==> src/hw/mae_regs.vh <==
// Register map, field positions, reset values and timing of the alarm block
`ifndef MAE_REGS_VH
`define MAE_REGS_VH

// ==========================================================================
// Register byte offsets
`define MAE_UNARY_CTRL  8'h00
`define MAE_DIG_CTRL    8'h04
`define MAE_STD_CTRL    8'h08
`define MAE_DIG_PU_DLY  8'h0c
`define MAE_DIG_DO_DLY  8'h10
`define MAE_STD_PU_DLY  8'h14
`define MAE_STD_DO_DLY  8'h18
`define MAE_STD_PU_LIM  8'h1c
`define MAE_STD_DO_LIM  8'h20
`define MAE_UNARY_HOLD  8'h24
`define MAE_STATE       8'h28
`define MAE_IRQ_STATUS  8'h2c
`define MAE_IRQ_CLEAR   8'h30
`define MAE_IRQ_ENABLE  8'h34
`define MAE_UNARY_ACK   8'h38

// ==========================================================================
// Common control fields
`define MAE_F_EN        0
`define MAE_F_PRIO_LO   1
`define MAE_F_OUT_LO    3
// Unary mode field, digital pickup state, standard options
`define MAE_F_MODE_LO   5
`define MAE_F_PU_STATE  5
`define MAE_F_UNDER     5
`define MAE_F_PF_MODE   6
`define MAE_F_PU_QUAD   7
`define MAE_F_DO_QUAD   8

// ==========================================================================
// Encodings and reset values
`define MAE_PRIO_NONE   2'h0
`define MAE_MODE_NORMAL 2'h0
`define MAE_MODE_TIMED  2'h1
`define MAE_MODE_COIL   2'h2
`define MAE_CTRL_RST    32'h0000_0000
`define MAE_DLY_RST     20'h0_0000
`define MAE_DLY_MAX     20'hf_423f
`define MAE_LIM_RST     32'h0000_0000
`define MAE_LIM_FRAC    8
`define MAE_STAT_W      7
`define MAE_ST_REJECT   6

// ==========================================================================
// Timing
`define MAE_TICK_MS     1000
`define MAE_CLK_KHZ     125000
`define MAE_TICK_CYCLES (`MAE_TICK_MS * `MAE_CLK_KHZ)

`endif

==> src/hw/mae_tick_gen.v <==
// One-second evaluation tick generator
`timescale 1ns/1ps

module mae_tick_gen #(
  parameter TICK_CYCLES = 125000000
) (
  // Clock and reset
  input  wire        aclk,
  input  wire        aresetn,
  // Tick out
  output reg         tick_ff
);

  reg  [31:0] cnt_ff;

  always @(posedge aclk)
  begin
    if (!aresetn)
    begin
      cnt_ff  <= 32'h0000_0000;
      tick_ff <= 1'b0;
    end
    else if (cnt_ff == TICK_CYCLES - 1)
    begin
      cnt_ff  <= 32'h0000_0000;
      tick_ff <= 1'b1;
    end
    else
    begin
      cnt_ff  <= cnt_ff + 32'h0000_0001;
      tick_ff <= 1'b0;
    end
  end

endmodule // mae_tick_gen

==> src/hw/mae_delay_qual.v <==
// Pickup and dropout delay qualifier for one alarm
`timescale 1ns/1ps

module mae_delay_qual #(
  parameter DW = 20
) (
  // Clock and reset
  input  wire          aclk,
  input  wire          aresetn,
  // Control
  input  wire          enable,
  input  wire          tick,
  input  wire          pu_cond,
  input  wire          do_cond,
  input  wire [DW-1:0] pu_dly,
  input  wire [DW-1:0] do_dly,
  // State and events
  output reg           tripped_ff,
  output reg           trip_pulse_ff,
  output reg           clear_pulse_ff
);

  reg  [DW-1:0] cnt_ff;

  always @(posedge aclk)
  begin
    if (!aresetn)
    begin
      cnt_ff         <= {DW{1'b0}};
      tripped_ff     <= 1'b0;
      trip_pulse_ff  <= 1'b0;
      clear_pulse_ff <= 1'b0;
    end
    else if (!enable)
    begin
      // Disabled: silent, no clear event logged
      cnt_ff         <= {DW{1'b0}};
      tripped_ff     <= 1'b0;
      trip_pulse_ff  <= 1'b0;
      clear_pulse_ff <= 1'b0;
    end
    else
    begin
      trip_pulse_ff  <= 1'b0;
      clear_pulse_ff <= 1'b0;
      if (tick)
      begin
        if (!tripped_ff)
        begin
          if (!pu_cond)
            cnt_ff <= {DW{1'b0}};
          else if (cnt_ff >= pu_dly)
          begin
            cnt_ff        <= {DW{1'b0}};
            tripped_ff    <= 1'b1;
            trip_pulse_ff <= 1'b1;
          end
          else
            cnt_ff <= cnt_ff + {{(DW-1){1'b0}}, 1'b1};
        end
        else
        begin
          if (!do_cond)
            cnt_ff <= {DW{1'b0}};
          else if (cnt_ff >= do_dly)
          begin
            cnt_ff         <= {DW{1'b0}};
            tripped_ff     <= 1'b0;
            clear_pulse_ff <= 1'b1;
          end
          else
            cnt_ff <= cnt_ff + {{(DW-1){1'b0}}, 1'b1};
        end
      end
    end
  end

endmodule // mae_delay_qual

==> src/hw/mae_alarm_eval.v <==
// Alarm evaluator: unary, digital and standard alarms with AXI4-Lite regs
`timescale 1ns/1ps
`include "mae_regs.vh"

module mae_alarm_eval #(
  parameter TICK_CYCLES = `MAE_TICK_CYCLES,
  parameter DW          = 20
) (
  // Clock and reset
  input  wire        aclk,
  input  wire        aresetn,
  // AXI4-Lite write address and data
  input  wire [7:0]  s_axi_awaddr,
  input  wire        s_axi_awvalid,
  output wire        s_axi_awready,
  input  wire [31:0] s_axi_wdata,
  input  wire [3:0]  s_axi_wstrb,
  input  wire        s_axi_wvalid,
  output wire        s_axi_wready,
  // AXI4-Lite write response
  output reg  [1:0]  s_axi_bresp,
  output reg         s_axi_bvalid,
  input  wire        s_axi_bready,
  // AXI4-Lite read
  input  wire [7:0]  s_axi_araddr,
  input  wire        s_axi_arvalid,
  output wire        s_axi_arready,
  output reg  [31:0] s_axi_rdata,
  output reg  [1:0]  s_axi_rresp,
  output reg         s_axi_rvalid,
  input  wire        s_axi_rready,
  // Monitored inputs
  input  wire        unary_event,
  input  wire        dig_input_pin,
  input  wire [31:0] meas_value,
  input  wire        pf_lead,
  input  wire        panel_cfg_write,
  input  wire        basic_cfg_change,
  // Relays, logging, indication, interrupt
  output reg         relay_output_first_ff,
  output reg         relay_output_second_ff,
  output reg  [2:0]  alarm_log_stb_ff,
  output reg  [2:0]  event_log_stb_ff,
  output reg  [2:0]  log_pickup_ff,
  output reg         alarm_indicate_ff,
  output wire        irq
);

  // ========================================================================
  // Helpers
  function [31:0] merge;
    input [31:0] old;
    input [31:0] dat;
    input [3:0]  strb;
    integer      i;
    begin
      for (i = 0; i < 4; i = i + 1)
        merge[i*8 +: 8] = strb[i] ? dat[i*8 +: 8] : old[i*8 +: 8];
    end
  endfunction

  function [DW-1:0] clamp_dly;
    input [31:0] v;
    begin
      if (v > {12'h000, `MAE_DLY_MAX})
        clamp_dly = `MAE_DLY_MAX;
      else
        clamp_dly = v[DW-1:0];
    end
  endfunction

  function lim_ok;
    input        under;
    input [31:0] pu;
    input [31:0] dn;
    begin
      lim_ok = under ? ($signed(dn) >= $signed(pu))
                     : ($signed(dn) <= $signed(pu));
    end
  endfunction

  // ========================================================================
  // Registers
  reg  [31:0]   un_ctrl_ff;
  reg  [31:0]   dg_ctrl_ff;
  reg  [31:0]   sd_ctrl_ff;
  reg  [DW-1:0] dg_pu_dly_ff;
  reg  [DW-1:0] dg_do_dly_ff;
  reg  [DW-1:0] sd_pu_dly_ff;
  reg  [DW-1:0] sd_do_dly_ff;
  reg  [DW-1:0] un_hold_ff;
  reg  [31:0]   sd_pu_lim_ff;
  reg  [31:0]   sd_do_lim_ff;
  reg  [`MAE_STAT_W-1:0] stat_ff;
  reg  [`MAE_STAT_W-1:0] ien_ff;
  reg           aw_got_ff;
  reg           w_got_ff;
  reg  [7:0]    awaddr_ff;
  reg  [31:0]   wdata_ff;
  reg  [3:0]    wstrb_ff;
  reg           dig_meta_ff;
  reg           dig_sync_ff;
  reg           un_trip_ff;
  reg  [DW-1:0] un_cnt_ff;
  reg           un_evt_ff;
  reg  [2:0]    nxt_alarm_log;
  reg  [2:0]    nxt_event_log;
  reg  [31:0]   nxt_rdata;
  reg           nxt_rerr;

  wire          tick;
  wire          dg_trip;
  wire          sd_trip;
  wire [2:0]    trip_evt;
  wire [2:0]    clr_evt;

  // ========================================================================
  // AXI4-Lite write path
  wire aw_hs    = s_axi_awvalid & s_axi_awready;
  wire w_hs     = s_axi_wvalid & s_axi_wready;
  wire aw_have  = aw_got_ff | aw_hs;
  wire w_have   = w_got_ff | w_hs;
  wire wr_fire  = aw_have & w_have & ~s_axi_bvalid;
  wire [7:0]  wa = aw_got_ff ? awaddr_ff : s_axi_awaddr;
  wire [31:0] wd = w_got_ff ? wdata_ff : s_axi_wdata;
  wire [3:0]  ws = w_got_ff ? wstrb_ff : s_axi_wstrb;

  assign s_axi_awready = ~aw_got_ff & ~s_axi_bvalid;
  assign s_axi_wready  = ~w_got_ff & ~s_axi_bvalid;

  wire wr_un   = wr_fire & (wa == `MAE_UNARY_CTRL);
  wire wr_dg   = wr_fire & (wa == `MAE_DIG_CTRL);
  wire wr_sd   = wr_fire & (wa == `MAE_STD_CTRL);
  wire wr_ack  = wr_fire & (wa == `MAE_UNARY_ACK);
  wire wr_iclr = wr_fire & (wa == `MAE_IRQ_CLEAR);
  wire [31:0] sd_new = merge(sd_ctrl_ff, wd, ws);
  // Enabling a standard alarm with inconsistent limits is refused
  wire sd_reject = wr_sd & sd_new[`MAE_F_EN] & ~sd_ctrl_ff[`MAE_F_EN] &
                   ~lim_ok(sd_new[`MAE_F_UNDER], sd_pu_lim_ff,
                           sd_do_lim_ff);
  wire wr_map  = (wa <= `MAE_UNARY_ACK) & (wa[1:0] == 2'b00) &
                 (wa != `MAE_STATE) & (wa != `MAE_IRQ_STATUS);
  wire [31:0] frac_mask = {{(32-`MAE_LIM_FRAC){1'b1}},
                           {`MAE_LIM_FRAC{1'b0}}};

  always @(posedge aclk)
  begin
    if (!aresetn)
    begin
      aw_got_ff    <= 1'b0;
      w_got_ff     <= 1'b0;
      awaddr_ff    <= 8'h00;
      wdata_ff     <= 32'h0000_0000;
      wstrb_ff     <= 4'h0;
      s_axi_bvalid <= 1'b0;
      s_axi_bresp  <= 2'b00;
      un_ctrl_ff   <= `MAE_CTRL_RST;
      dg_ctrl_ff   <= `MAE_CTRL_RST;
      sd_ctrl_ff   <= `MAE_CTRL_RST;
      dg_pu_dly_ff <= `MAE_DLY_RST;
      dg_do_dly_ff <= `MAE_DLY_RST;
      sd_pu_dly_ff <= `MAE_DLY_RST;
      sd_do_dly_ff <= `MAE_DLY_RST;
      un_hold_ff   <= `MAE_DLY_RST;
      sd_pu_lim_ff <= `MAE_LIM_RST;
      sd_do_lim_ff <= `MAE_LIM_RST;
      ien_ff       <= {`MAE_STAT_W{1'b0}};
    end
    else
    begin
      if (aw_hs & ~wr_fire)
      begin
        aw_got_ff <= 1'b1;
        awaddr_ff <= s_axi_awaddr;
      end
      if (w_hs & ~wr_fire)
      begin
        w_got_ff <= 1'b1;
        wdata_ff <= s_axi_wdata;
        wstrb_ff <= s_axi_wstrb;
      end
      if (s_axi_bvalid & s_axi_bready)
        s_axi_bvalid <= 1'b0;
      if (wr_fire)
      begin
        aw_got_ff    <= 1'b0;
        w_got_ff     <= 1'b0;
        s_axi_bvalid <= 1'b1;
        s_axi_bresp  <= (wr_map & ~sd_reject) ? 2'b00 : 2'b10;
        case (wa)
          `MAE_UNARY_CTRL: un_ctrl_ff   <= merge(un_ctrl_ff, wd, ws);
          `MAE_DIG_CTRL:   dg_ctrl_ff   <= merge(dg_ctrl_ff, wd, ws);
          `MAE_STD_CTRL:   sd_ctrl_ff   <= sd_reject ?
                              {sd_new[31:1], 1'b0} : sd_new;
          `MAE_DIG_PU_DLY: dg_pu_dly_ff <= clamp_dly(wd);
          `MAE_DIG_DO_DLY: dg_do_dly_ff <= clamp_dly(wd);
          `MAE_STD_PU_DLY: sd_pu_dly_ff <= clamp_dly(wd);
          `MAE_STD_DO_DLY: sd_do_dly_ff <= clamp_dly(wd);
          `MAE_UNARY_HOLD: un_hold_ff   <= clamp_dly(wd);
          `MAE_STD_PU_LIM: sd_pu_lim_ff <= merge(sd_pu_lim_ff, wd, ws);
          `MAE_STD_DO_LIM: sd_do_lim_ff <= merge(sd_do_lim_ff, wd, ws);
          `MAE_IRQ_ENABLE: ien_ff       <= wd[`MAE_STAT_W-1:0];
          default:         ;
        endcase
      end
      if (panel_cfg_write)
      begin
        // Panel entry has integer resolution only
        sd_pu_lim_ff <= sd_pu_lim_ff & frac_mask;
        sd_do_lim_ff <= sd_do_lim_ff & frac_mask;
      end
      if (basic_cfg_change)
      begin
        un_ctrl_ff[`MAE_F_EN] <= 1'b0;
        dg_ctrl_ff[`MAE_F_EN] <= 1'b0;
        sd_ctrl_ff[`MAE_F_EN] <= 1'b0;
      end
    end
  end

  // ========================================================================
  // AXI4-Lite read path
  assign s_axi_arready = ~s_axi_rvalid;

  always @*
  begin
    nxt_rerr  = 1'b0;
    nxt_rdata = 32'h0000_0000;
    case (s_axi_araddr)
      `MAE_UNARY_CTRL: nxt_rdata = un_ctrl_ff;
      `MAE_DIG_CTRL:   nxt_rdata = dg_ctrl_ff;
      `MAE_STD_CTRL:   nxt_rdata = sd_ctrl_ff;
      `MAE_DIG_PU_DLY: nxt_rdata = {12'h000, dg_pu_dly_ff};
      `MAE_DIG_DO_DLY: nxt_rdata = {12'h000, dg_do_dly_ff};
      `MAE_STD_PU_DLY: nxt_rdata = {12'h000, sd_pu_dly_ff};
      `MAE_STD_DO_DLY: nxt_rdata = {12'h000, sd_do_dly_ff};
      `MAE_UNARY_HOLD: nxt_rdata = {12'h000, un_hold_ff};
      `MAE_STD_PU_LIM: nxt_rdata = sd_pu_lim_ff;
      `MAE_STD_DO_LIM: nxt_rdata = sd_do_lim_ff;
      `MAE_STATE:      nxt_rdata = {27'h0, relay_output_second_ff,
                                    relay_output_first_ff, sd_trip,
                                    dg_trip, un_trip_ff};
      `MAE_IRQ_STATUS: nxt_rdata = {25'h0, stat_ff};
      `MAE_IRQ_ENABLE: nxt_rdata = {25'h0, ien_ff};
      `MAE_IRQ_CLEAR:  nxt_rdata = 32'h0000_0000;
      `MAE_UNARY_ACK:  nxt_rdata = 32'h0000_0000;
      default:         nxt_rerr  = 1'b1;
    endcase
  end

  always @(posedge aclk)
  begin
    if (!aresetn)
    begin
      s_axi_rvalid <= 1'b0;
      s_axi_rdata  <= 32'h0000_0000;
      s_axi_rresp  <= 2'b00;
    end
    else if (s_axi_arvalid & s_axi_arready)
    begin
      s_axi_rvalid <= 1'b1;
      s_axi_rdata  <= nxt_rdata;
      s_axi_rresp  <= nxt_rerr ? 2'b10 : 2'b00;
    end
    else if (s_axi_rready)
      s_axi_rvalid <= 1'b0;
  end

  // ========================================================================
  // Tick, input synchroniser, qualifiers
  mae_tick_gen #(.TICK_CYCLES(TICK_CYCLES)) u_tick (
    .aclk    (aclk),
    .aresetn (aresetn),
    .tick_ff (tick)
  );

  always @(posedge aclk)
  begin
    if (!aresetn)
    begin
      dig_meta_ff <= 1'b0;
      dig_sync_ff <= 1'b0;
    end
    else
    begin
      dig_meta_ff <= dig_input_pin;
      dig_sync_ff <= dig_meta_ff;
    end
  end

  wire dg_pu = (dig_sync_ff == dg_ctrl_ff[`MAE_F_PU_STATE]);

  wire        sd_under = sd_ctrl_ff[`MAE_F_UNDER];
  wire        sd_pf    = sd_ctrl_ff[`MAE_F_PF_MODE];
  wire signed [31:0] mv = meas_value;
  wire sd_beyond = sd_under ? (mv < $signed(sd_pu_lim_ff))
                            : (mv > $signed(sd_pu_lim_ff));
  wire sd_back   = sd_under ? (mv > $signed(sd_do_lim_ff))
                            : (mv < $signed(sd_do_lim_ff));
  wire sd_pu = sd_beyond &
               (~sd_pf | (pf_lead == sd_ctrl_ff[`MAE_F_PU_QUAD]));
  wire sd_do = sd_back &
               (~sd_pf | (pf_lead == sd_ctrl_ff[`MAE_F_DO_QUAD]));

  // Pickup/dropout timing on the one-second tick
  mae_delay_qual #(.DW(DW)) u_dig (
    .aclk           (aclk),
    .aresetn        (aresetn),
    .enable         (dg_ctrl_ff[`MAE_F_EN]),
    .tick           (tick),
    .pu_cond        (dg_pu),
    .do_cond        (~dg_pu),
    .pu_dly         (dg_pu_dly_ff),
    .do_dly         (dg_do_dly_ff),
    .tripped_ff     (dg_trip),
    .trip_pulse_ff  (trip_evt[1]),
    .clear_pulse_ff (clr_evt[1])
  );

  mae_delay_qual #(.DW(DW)) u_std (
    .aclk           (aclk),
    .aresetn        (aresetn),
    .enable         (sd_ctrl_ff[`MAE_F_EN]),
    .tick           (tick),
    .pu_cond        (sd_pu),
    .do_cond        (sd_do),
    .pu_dly         (sd_pu_dly_ff),
    .do_dly         (sd_do_dly_ff),
    .tripped_ff     (sd_trip),
    .trip_pulse_ff  (trip_evt[2]),
    .clear_pulse_ff (clr_evt[2])
  );

  // ========================================================================
  // Unary alarm
  wire [1:0] un_mode = un_ctrl_ff[`MAE_F_MODE_LO +: 2];
  wire       un_en   = un_ctrl_ff[`MAE_F_EN];
  wire       un_set  = un_en & unary_event & ~un_trip_ff;
  // Normal drops at next tick, timed after hold, coil hold on ack
  wire       un_end  = un_trip_ff &
                       (((un_mode == `MAE_MODE_COIL) & wr_ack) |
                        ((un_mode != `MAE_MODE_COIL) & tick &
                         ((un_mode != `MAE_MODE_TIMED) |
                          (un_cnt_ff >= un_hold_ff))));

  always @(posedge aclk)
  begin
    if (!aresetn | ~un_en)
    begin
      un_trip_ff <= 1'b0;
      un_cnt_ff  <= `MAE_DLY_RST;
      un_evt_ff  <= 1'b0;
    end
    else
    begin
      un_evt_ff <= un_end;
      if (un_set)
      begin
        un_trip_ff <= 1'b1;
        un_cnt_ff  <= `MAE_DLY_RST;
      end
      else if (un_end)
        un_trip_ff <= 1'b0;
      else if (un_trip_ff & tick)
        un_cnt_ff <= un_cnt_ff + {{(DW-1){1'b0}}, 1'b1};
    end
  end

  assign trip_evt[0] = un_set;
  assign clr_evt[0]  = un_evt_ff;

  // ========================================================================
  // Relays, logging, indication
  wire [1:0] un_out = un_ctrl_ff[`MAE_F_OUT_LO +: 2];
  wire [1:0] dg_out = dg_ctrl_ff[`MAE_F_OUT_LO +: 2];
  wire [1:0] sd_out = sd_ctrl_ff[`MAE_F_OUT_LO +: 2];
  wire       un_drv = un_trip_ff & (un_mode != `MAE_MODE_NORMAL);
  wire [1:0] drive  = ({2{un_drv}} & un_out) |
                      ({2{dg_trip}} & dg_out) |
                      ({2{sd_trip}} & sd_out);
  wire [2:0] pnone  = {sd_ctrl_ff[`MAE_F_PRIO_LO +: 2] == `MAE_PRIO_NONE,
                       dg_ctrl_ff[`MAE_F_PRIO_LO +: 2] == `MAE_PRIO_NONE,
                       un_ctrl_ff[`MAE_F_PRIO_LO +: 2] == `MAE_PRIO_NONE};
  wire [2:0] any_evt = trip_evt | clr_evt;

  always @*
  begin
    nxt_alarm_log = any_evt & ~pnone;
    nxt_event_log = any_evt & pnone;
  end

  always @(posedge aclk)
  begin
    if (!aresetn)
    begin
      relay_output_first_ff  <= 1'b0;
      relay_output_second_ff <= 1'b0;
      alarm_log_stb_ff       <= 3'h0;
      event_log_stb_ff       <= 3'h0;
      log_pickup_ff          <= 3'h0;
      alarm_indicate_ff      <= 1'b0;
      stat_ff                <= {`MAE_STAT_W{1'b0}};
    end
    else
    begin
      relay_output_first_ff  <= drive[0];
      relay_output_second_ff <= drive[1];
      alarm_log_stb_ff       <= nxt_alarm_log;
      event_log_stb_ff       <= nxt_event_log;
      log_pickup_ff          <= trip_evt;
      alarm_indicate_ff      <= |({sd_trip, dg_trip, un_trip_ff} & ~pnone);
      // New events win over a clear in the same cycle
      stat_ff <= (stat_ff & ~(wr_iclr ? wd[`MAE_STAT_W-1:0]
                                      : {`MAE_STAT_W{1'b0}})) |
                 {sd_reject, clr_evt, trip_evt};
    end
  end

  assign irq = |(stat_ff & ien_ff);

endmodule // mae_alarm_eval

==> config.mk <==
export PLATFORM = sky130hd
export DESIGN_NAME = mae_alarm_eval
export DESIGN_NICKNAME = d
export VERILOG_FILES = /design/src/hw/mae_tick_gen.v /design/src/hw/mae_delay_qual.v /design/src/hw/mae_alarm_eval.v
export VERILOG_INCLUDE_DIRS = /design/src /design/src/hw
export SDC_FILE = /design/constraint.sdc
export NUM_CORES = 1
export LEC_CHECK = 0
export BUFFER_PORTS_ARGS = -buffer_cell sky130_fd_sc_hd__buf_2
export CORE_ASPECT_RATIO = 0.75
export CORE_MARGIN = 4
export CORE_UTILIZATION = 50
export DETAILED_ROUTE_END_ITERATION = 10
export PLACE_DENSITY = 0.7
export SLEW_MARGIN = 0
export SYNTH_ARGS = -nofsm -noshare
export SYNTH_HDL_FRONTEND = slang
export SYNTH_SLANG_ARGS = --single-unit
==> constraint.sdc <==
create_clock -name aclk -period 4.3 [get_ports aclk]
set_input_delay 1.29 -clock aclk [delete_from_list [all_inputs] [get_ports aclk]]
set_output_delay 1.29 -clock aclk [all_outputs]
set_load 0.03 [all_outputs]
==> results by group, run 1 <==
Power and ir drop
  • Final total power: 9.45 mW
  • Clock network power share: 46.4%
  • Max VDD drop: 0.307 mV
  • Leak Pwr: 10.0 nW
  • Combinational power share: 6.6%
  • PwrDens: 340 nW/µm²
  • Sequential power share: 47.0%
  • Int Pwr: 7.19 mW
  • NetSw: 2.27 mW
  • Net Sw Frac: 24.0%

Place
  • Post-DP HPWL: 62600 µm
  • Final GP Congestion: 0.957
  • Input/output buffers: 147

Global route
  • Initial antenna violation count: 0
  • Vias in the first global route: 21400
  • Grt ovf: 0
  • Global-route wire length before repair: 126000 µm
  • Largest net degree at the start of global routing: 125
  • GRT Overall Usage: 30.4%

STA
  • Final period util: 80.8%
  • Max-slew headroom at the worst pin: 15.4%
  • Max-slew violations: 0
  • RSZ-0062 raised after global routing: no
  • Tmin final: 3.47 ns
  • Fmax: 288 MHz
  • TNS Setup: 0 ns
  • Final setup vio count: 0
  • Fin. Hold Viols: 0
  • Clock Skew: 0.0213 ns
  • Worst slew pin tran: 1.26 ns

Floorplanning
  • Die area: 52700 µm²
  • Ports: 150
  • Die Height: 200 µm
  • Cell row count: 69
  • Die Wd: 264 µm
  • Initial Utilization: 51.2%
  • Core area: 47900 µm²

Detailed routing
  • DR vias: 22700
  • WL final: 83100 µm
  • DR vias/cell: 6.18
  • Drc violations: 0
  • ANT nets after route: 0
  • Initial DRC Count: 2852
  • Pre-antenna DRT Iters: 8
  • Routed length per instance: 22.6 µm

Yosys
  • Yosys warning total: 0
  • Ys async rst share: 0%
  • Post-synthesis sequential area ratio: 38.4%
  • Area fraction of the dominant cell type after synthesis: 38.4%
  • Top FF cell, synth: dfxtp_1
  • Ranking of synthesized cells by area: dfxtp_1, ha_1, a211oi_1
  • Seq cells post-synth: 471
  • Cells after synthesis: 2862
  • Synth top cells by count: dfxtp_1, nor2_1, a211oi_1
  • Post-Syn Area: 24500 µm²
  • Mapped Avg Cell Area: 8.57 µm²
  • Most frequent cell after synthesis: dfxtp_1
  • Synth area leader: dfxtp_1
  • Netlist cell types: 77
  • Number of synthesized flops with an enable pin: 0

Cells and area
  • Proportion of layout cells with a drive suffix above 1: 12.8%
  • Synth-to-Final Area Change: 13.3%
  • Ant diodes: 0
  • Fillers: 4311
  • Nets: 3290

CTS
  • Hold buffer count at cts: 0
  • Clock slew at reported path FFs: 0.07 ns
  • TritonCTS Buffers: 47
  • Clk buf depth: 3
  • H-tree depth: 2
  • CTS tree: yes
  • Post_cts resized: 0
  • Sink Count: 471
  • Worst skew pair latency: 0.59 ns
  • Root buf cell: clkbuf_16
  • Postcts setup bufs: 0

Critical path
  • Crit path capture type: flop
  • Worst path arrival time: 3.99 ns
  • Worst EP required: 4.82 ns
  • Class of the most critical setup path: reg2reg
  • Worst setup SP type: flop
  • Crit Path Max Fanout: 33

Outcome
  • Status: complete, no violations

Min path
  • Hold/Removal Path Class: reg2reg

Job
  • Max-cap violations: 0
==> layer usage <==
metal | routed length (µm) | global-route usage, % | vias up
met2 | 34300 | 45.1 | 1124
met3 | 9840 | 7.57 | 173
li1 | - | - | 10600
met1 | 36700 | 44.0 | 10800
met5 | 0 | 0 | -
met4 | 2250 | 8.84 | 0
==> cells in the final DEF, fill, tap and decap left out, types with 12 or more instances in the layout <==
cell       synthesis  final
buf_2             29    147
or3_1             13     13
inv_1            185    185
a222oi_1          20     20
o21ai_0           52     52
mux2_2            35     35
buf_4              8     76
nand3_1           47     47
a211oi_1         227    227
ha_1             200    200
nor3_1            21     21
xor2_1            44     44
xnor2_1           25     25
a21o_1            42     42
a22oi_1           39     39
dfxtp_1          471    470
or4_1             17     17
mux2i_1           55     55
nand2b_1          29     29
a21oi_1          169    169
clkbuf_1         104     12
a22o_1            37     37
nor2_2            12     18
and3_1            22     22
nor4_1            13     13
nor2_1           434    428
a221oi_1          46     46
nand2_1          198    198
nor2b_1           14     14
a31oi_1           23     23
nand4_1           65     65
clkbuf_16          0     47
and2_1            30     30
==> area by class of cell <==
type	instances	area, µm²	share of cell area, %
clock inverters	18	285	1.03
inverters	187	709	2.55
flip-flops and latches	471	9430	33.9
clock buffers	67	1330	4.79
repair buffers	230	1440	5.17
well taps	639	800	2.88
multi-input cells	2057	13800	49.7
==> state kept, by name, summed over array words and instances, names as in the netlist, 4 cells and up <==
name and cells:
dg_ctrl_ff 32, s_axi_rdata 32, sd_ctrl_ff 32, sd_do_lim_ff 32, sd_pu_lim_ff 32, u_tick.cnt_ff 32, un_ctrl_ff 32, wdata_ff 32
dg_do_dly_ff 20, dg_pu_dly_ff 20, sd_do_dly_ff 20, sd_pu_dly_ff 20, u_dig.cnt_ff 20, u_std.cnt_ff 20, un_cnt_ff 20, un_hold_ff 20
awaddr_ff 8, ien_ff 7, stat_ff 7, wstrb_ff 4
==> power by group through the flow <==
| stage | Sequential, mW | Combinational, mW | Clock (mW) |
|---|---|---|---|
| after floorplan | 4.52 | 0.366 | 0 |
| after global placement | 4.54 | 0.595 | 0 |
| after detailed placement | 4.54 | 0.609 | 0 |
| after CTS | 4.44 | 0.611 | 4.42 |
| after global routing | 4.44 | 0.668 | 4.59 |
| final | 4.44 | 0.625 | 4.39 |
==> through the flow <==
stage	utilization [%]	instances	hold slack, ns	worst slack [ns]	instance area [µm²]
final	58.0	3669	0.446	0.827	27800
after global routing	58.0	3669	0.469	0.733	27800
after CTS	58.0	3668	0.450	0.951	27800
after detailed placement	54.6	3583	0.434	0.343	26200
after global placement	54.6	3583	0.423	0.342	26200
after floorplan	-	2863	0.412	0.674	24500
==> worst max-delay path: stages (launching register included) <==
cell	delay, ns
dfxtp_2	0.97
mux2i_1	0.70
nand4_1	0.15
or3_1	0.45
a21oi_1	0.14
buf_4	0.29
nand2b_1	0.25
mux2_2	0.33
nor2_1	0.09
==> cell families after synthesis <==
| logic type | synth area share (%) |
|---|---|
| flops | 38.4 |
| compound gates | 21.0 |
| simple gates | 18.6 |
| buf+inv | 5.46 |
| other cells | 0.0153 |
| xor+xnor | 2.46 |
| fa+ha+maj | 10.2 |
| mux | 3.85 |
==> worst paths after layout <==
kind                             startpoint        endpoint  slack (ns)  cells past startpoint
worst max-delay path               w_got_ff  un_hold_ff[15]        0.83                      8
worst min-delay path            dig_meta_ff     dig_sync_ff        0.45                      1
worst max register to register     w_got_ff  un_hold_ff[15]        0.83                      8
worst min register to register  dig_meta_ff     dig_sync_ff        0.45                      1
Power figures use the tool's default switching activity.
==> inputs of run 2 (changes only) <==
- PLACE_DENSITY: 0.7 -> 0.72
- clock period: 4.3 -> 2.96 ns (I/O delays scaled with it)
==> run 2 against run 1 <==
Compared with the run above:
- clock skew decreased by 0.0047 ns
- total power increased by 47%
- sequential share of layout area decreased by 1.6 points
- first-iteration DRC count is 7.2% lower
==> results by group, run 2 (synthesis results as in run 1) <==
Outcome
  • Status: complete, no violations

Min path
  • Worst Hold Launch: dig_meta_ff
  • WHS Endpoint: dig_sync_ff
  • Hold/Removal Path Class: reg2reg
  • Hold depth: 1

Floorplanning
  • Core area: 47900 µm²
  • Die Wd: 264 µm
  • Die Height: 200 µm
  • Initial Utilization: 51.2%
  • Ports: 150
  • Die area: 52700 µm²
  • Cell row count: 69

STA
  • Final period util: 97.8%
  • Fin. Hold Viols: 0
  • Clock Skew: 0.0166 ns
  • Worst slew pin tran: 1.24 ns
  • Final hold slack: 0.449 ns
  • Final setup vio count: 0
  • Fmax: 346 MHz
  • TNS Setup: 0 ns
  • Max-slew violations: 0
  • Tmin final: 2.89 ns
  • Max-slew headroom at the worst pin: 16.8%

Global route
  • Grt ovf: 0
  • GRT Overall Usage: 31.3%
  • Largest net degree at the start of global routing: 94
  • Global-route wire length before repair: 130000 µm
  • Vias in the first global route: 22100
  • Initial antenna violation count: 1

Detailed routing
  • WL final: 85500 µm
  • Initial DRC Count: 2647
  • DR vias/cell: 6.17
  • ANT nets after route: 0
  • Routed length per instance: 22.6 µm
  • Pre-antenna DRT Iters: 9
  • Drc violations: 0
  • DR vias: 23400

Cells and area
  • Proportion of layout cells with a drive suffix above 1: 17.7%
  • Storage element area: 9460 µm²
  • Multi-input gate area: 13900 µm²
  • Nets: 3409
  • Fillers: 4086
  • Most frequent cells in the layout: dfxtp_1, nor2_1, a211oi_1
  • Commonest non-fill, non-tap cell in the layout: dfxtp_1
  • Synth-to-Final Area Change: 19.2%
  • Ant diodes: 0

Critical path
  • Class of the most critical setup path: reg2reg
  • FF-to-FF End: u_std.cnt_ff[9]
  • Worst setup path startpoint: sd_pu_lim_ff[18]
  • Crit Path Max Fanout: 9
  • Worst R2R Path Depth: 12
  • R2R Setup Slk: 0.07 ns
  • Worst setup SP type: flop
  • Worst EP required: 3.40 ns
  • Worst r2r src: sd_pu_lim_ff[18]
  • Crit path capture type: flop
  • Worst path arrival time: 3.34 ns

CTS
  • Clk buf depth: 3
  • Root buf cell: clkbuf_16
  • CTS tree: yes
  • Sink Count: 471
  • H-tree depth: 2
  • Hold buffer count at cts: 0
  • Clock slew at reported path FFs: 0.06 ns
  • TritonCTS Buffers: 48
  • Worst skew pair latency: 0.59 ns

Power and ir drop
  • PwrDens: 475 nW/µm²
  • Leak Pwr: 10.7 nW
  • Max VDD drop: 0.380 mV

Place
  • Post-DP HPWL: 65200 µm
  • Input/output buffers: 147
  • Final GP Congestion: 0.967

Job
  • Max-cap violations: 0
run 2: cell count changes in the layout (fill, tap and decap cells not counted), sizes merged:
cell	change
clkbuf	+1
clkinvlp	+2
clkinv	+3
buf	+117
bufinv	-2
inv	-3
run 2: timing repair:
action | 4_1_cts | 5_1_grt
cloned | 0 | 2
resized for setup | 1 | 40
setup buffers | 0 | 4
pin swaps | 0 | 11
setup endpoints to repair | 8 | 30
run 2: power by group:
part / internal (mW) / switching (mW)
registers: 6.39 / 0.0454
logic: 0.373 / 0.654
clock network: 3.79 / 2.65
total: 10.6 / 3.35
run 2: worst max-delay path by stage:
| stage | endpoint | depth (start not counted) | slack, ns |
|---|---|---|---|
| after global placement | u_std.cnt_ff[4] | 12 | -0.43 |
| after floorplan | u_std.cnt_ff[10] | 10 | -0.11 |
| after CTS | un_cnt_ff[5] | 12 | 0.009 |
| final | u_std.cnt_ff[9] | 12 | 0.07 |
| after global routing | u_std.cnt_ff[9] | 13 | -0.007 |
| after detailed placement | u_std.cnt_ff[4] | 12 | -0.45 |
run 2: cell type report:
type,count,area share (%)
well taps,639,2.73
clock buffers,67,4.87
clock inverters,18,0.821
multi-input cells,2057,47.7
inverters,187,2.43
flip-flops and latches,471,32.3
repair buffers,348,9.12
run 2: per-layer routing:
layer  track usage [%]  vias to the layer above  routed length, µm
li1                  -                    10900                  -
met3              7.70                      176               9370
met4              9.72                        2               2750
met2              46.6                     1195              35500
met1              45.0                    11100              37900
met5                 0                        -                 13
run 2: metrics by stage:
stage          total power [mW]  utilization (%)  std cells  setup slack [ns]  instance area (µm²)
2_1_floorplan              7.10                -       2863            -0.112                24600
3_3_place_gp               7.54             57.2       3696            -0.432                27400
3_5_place_dp               7.57             57.2       3696            -0.449                27400
4_1_cts                    13.9             60.7       3781           0.00929                29100
5_1_grt                    14.3             61.0       3787          -0.00689                29200
6_report                   13.9             61.0       3787            0.0659                29200
run 2: critical path, stage by stage, from the launching register on:
cell and delay (ns):
dfxtp_2 0.38, inv_1 0.11, ha_1 0.31, nand4_1 0.14
or4_4 0.58, o311ai_1 0.25, a31oi_1 0.07, mux2i_1 0.22
nand2_2 0.12, a211oi_4 0.26, buf_4 0.16, buf_12 0.13
nor4bb_2 0.05
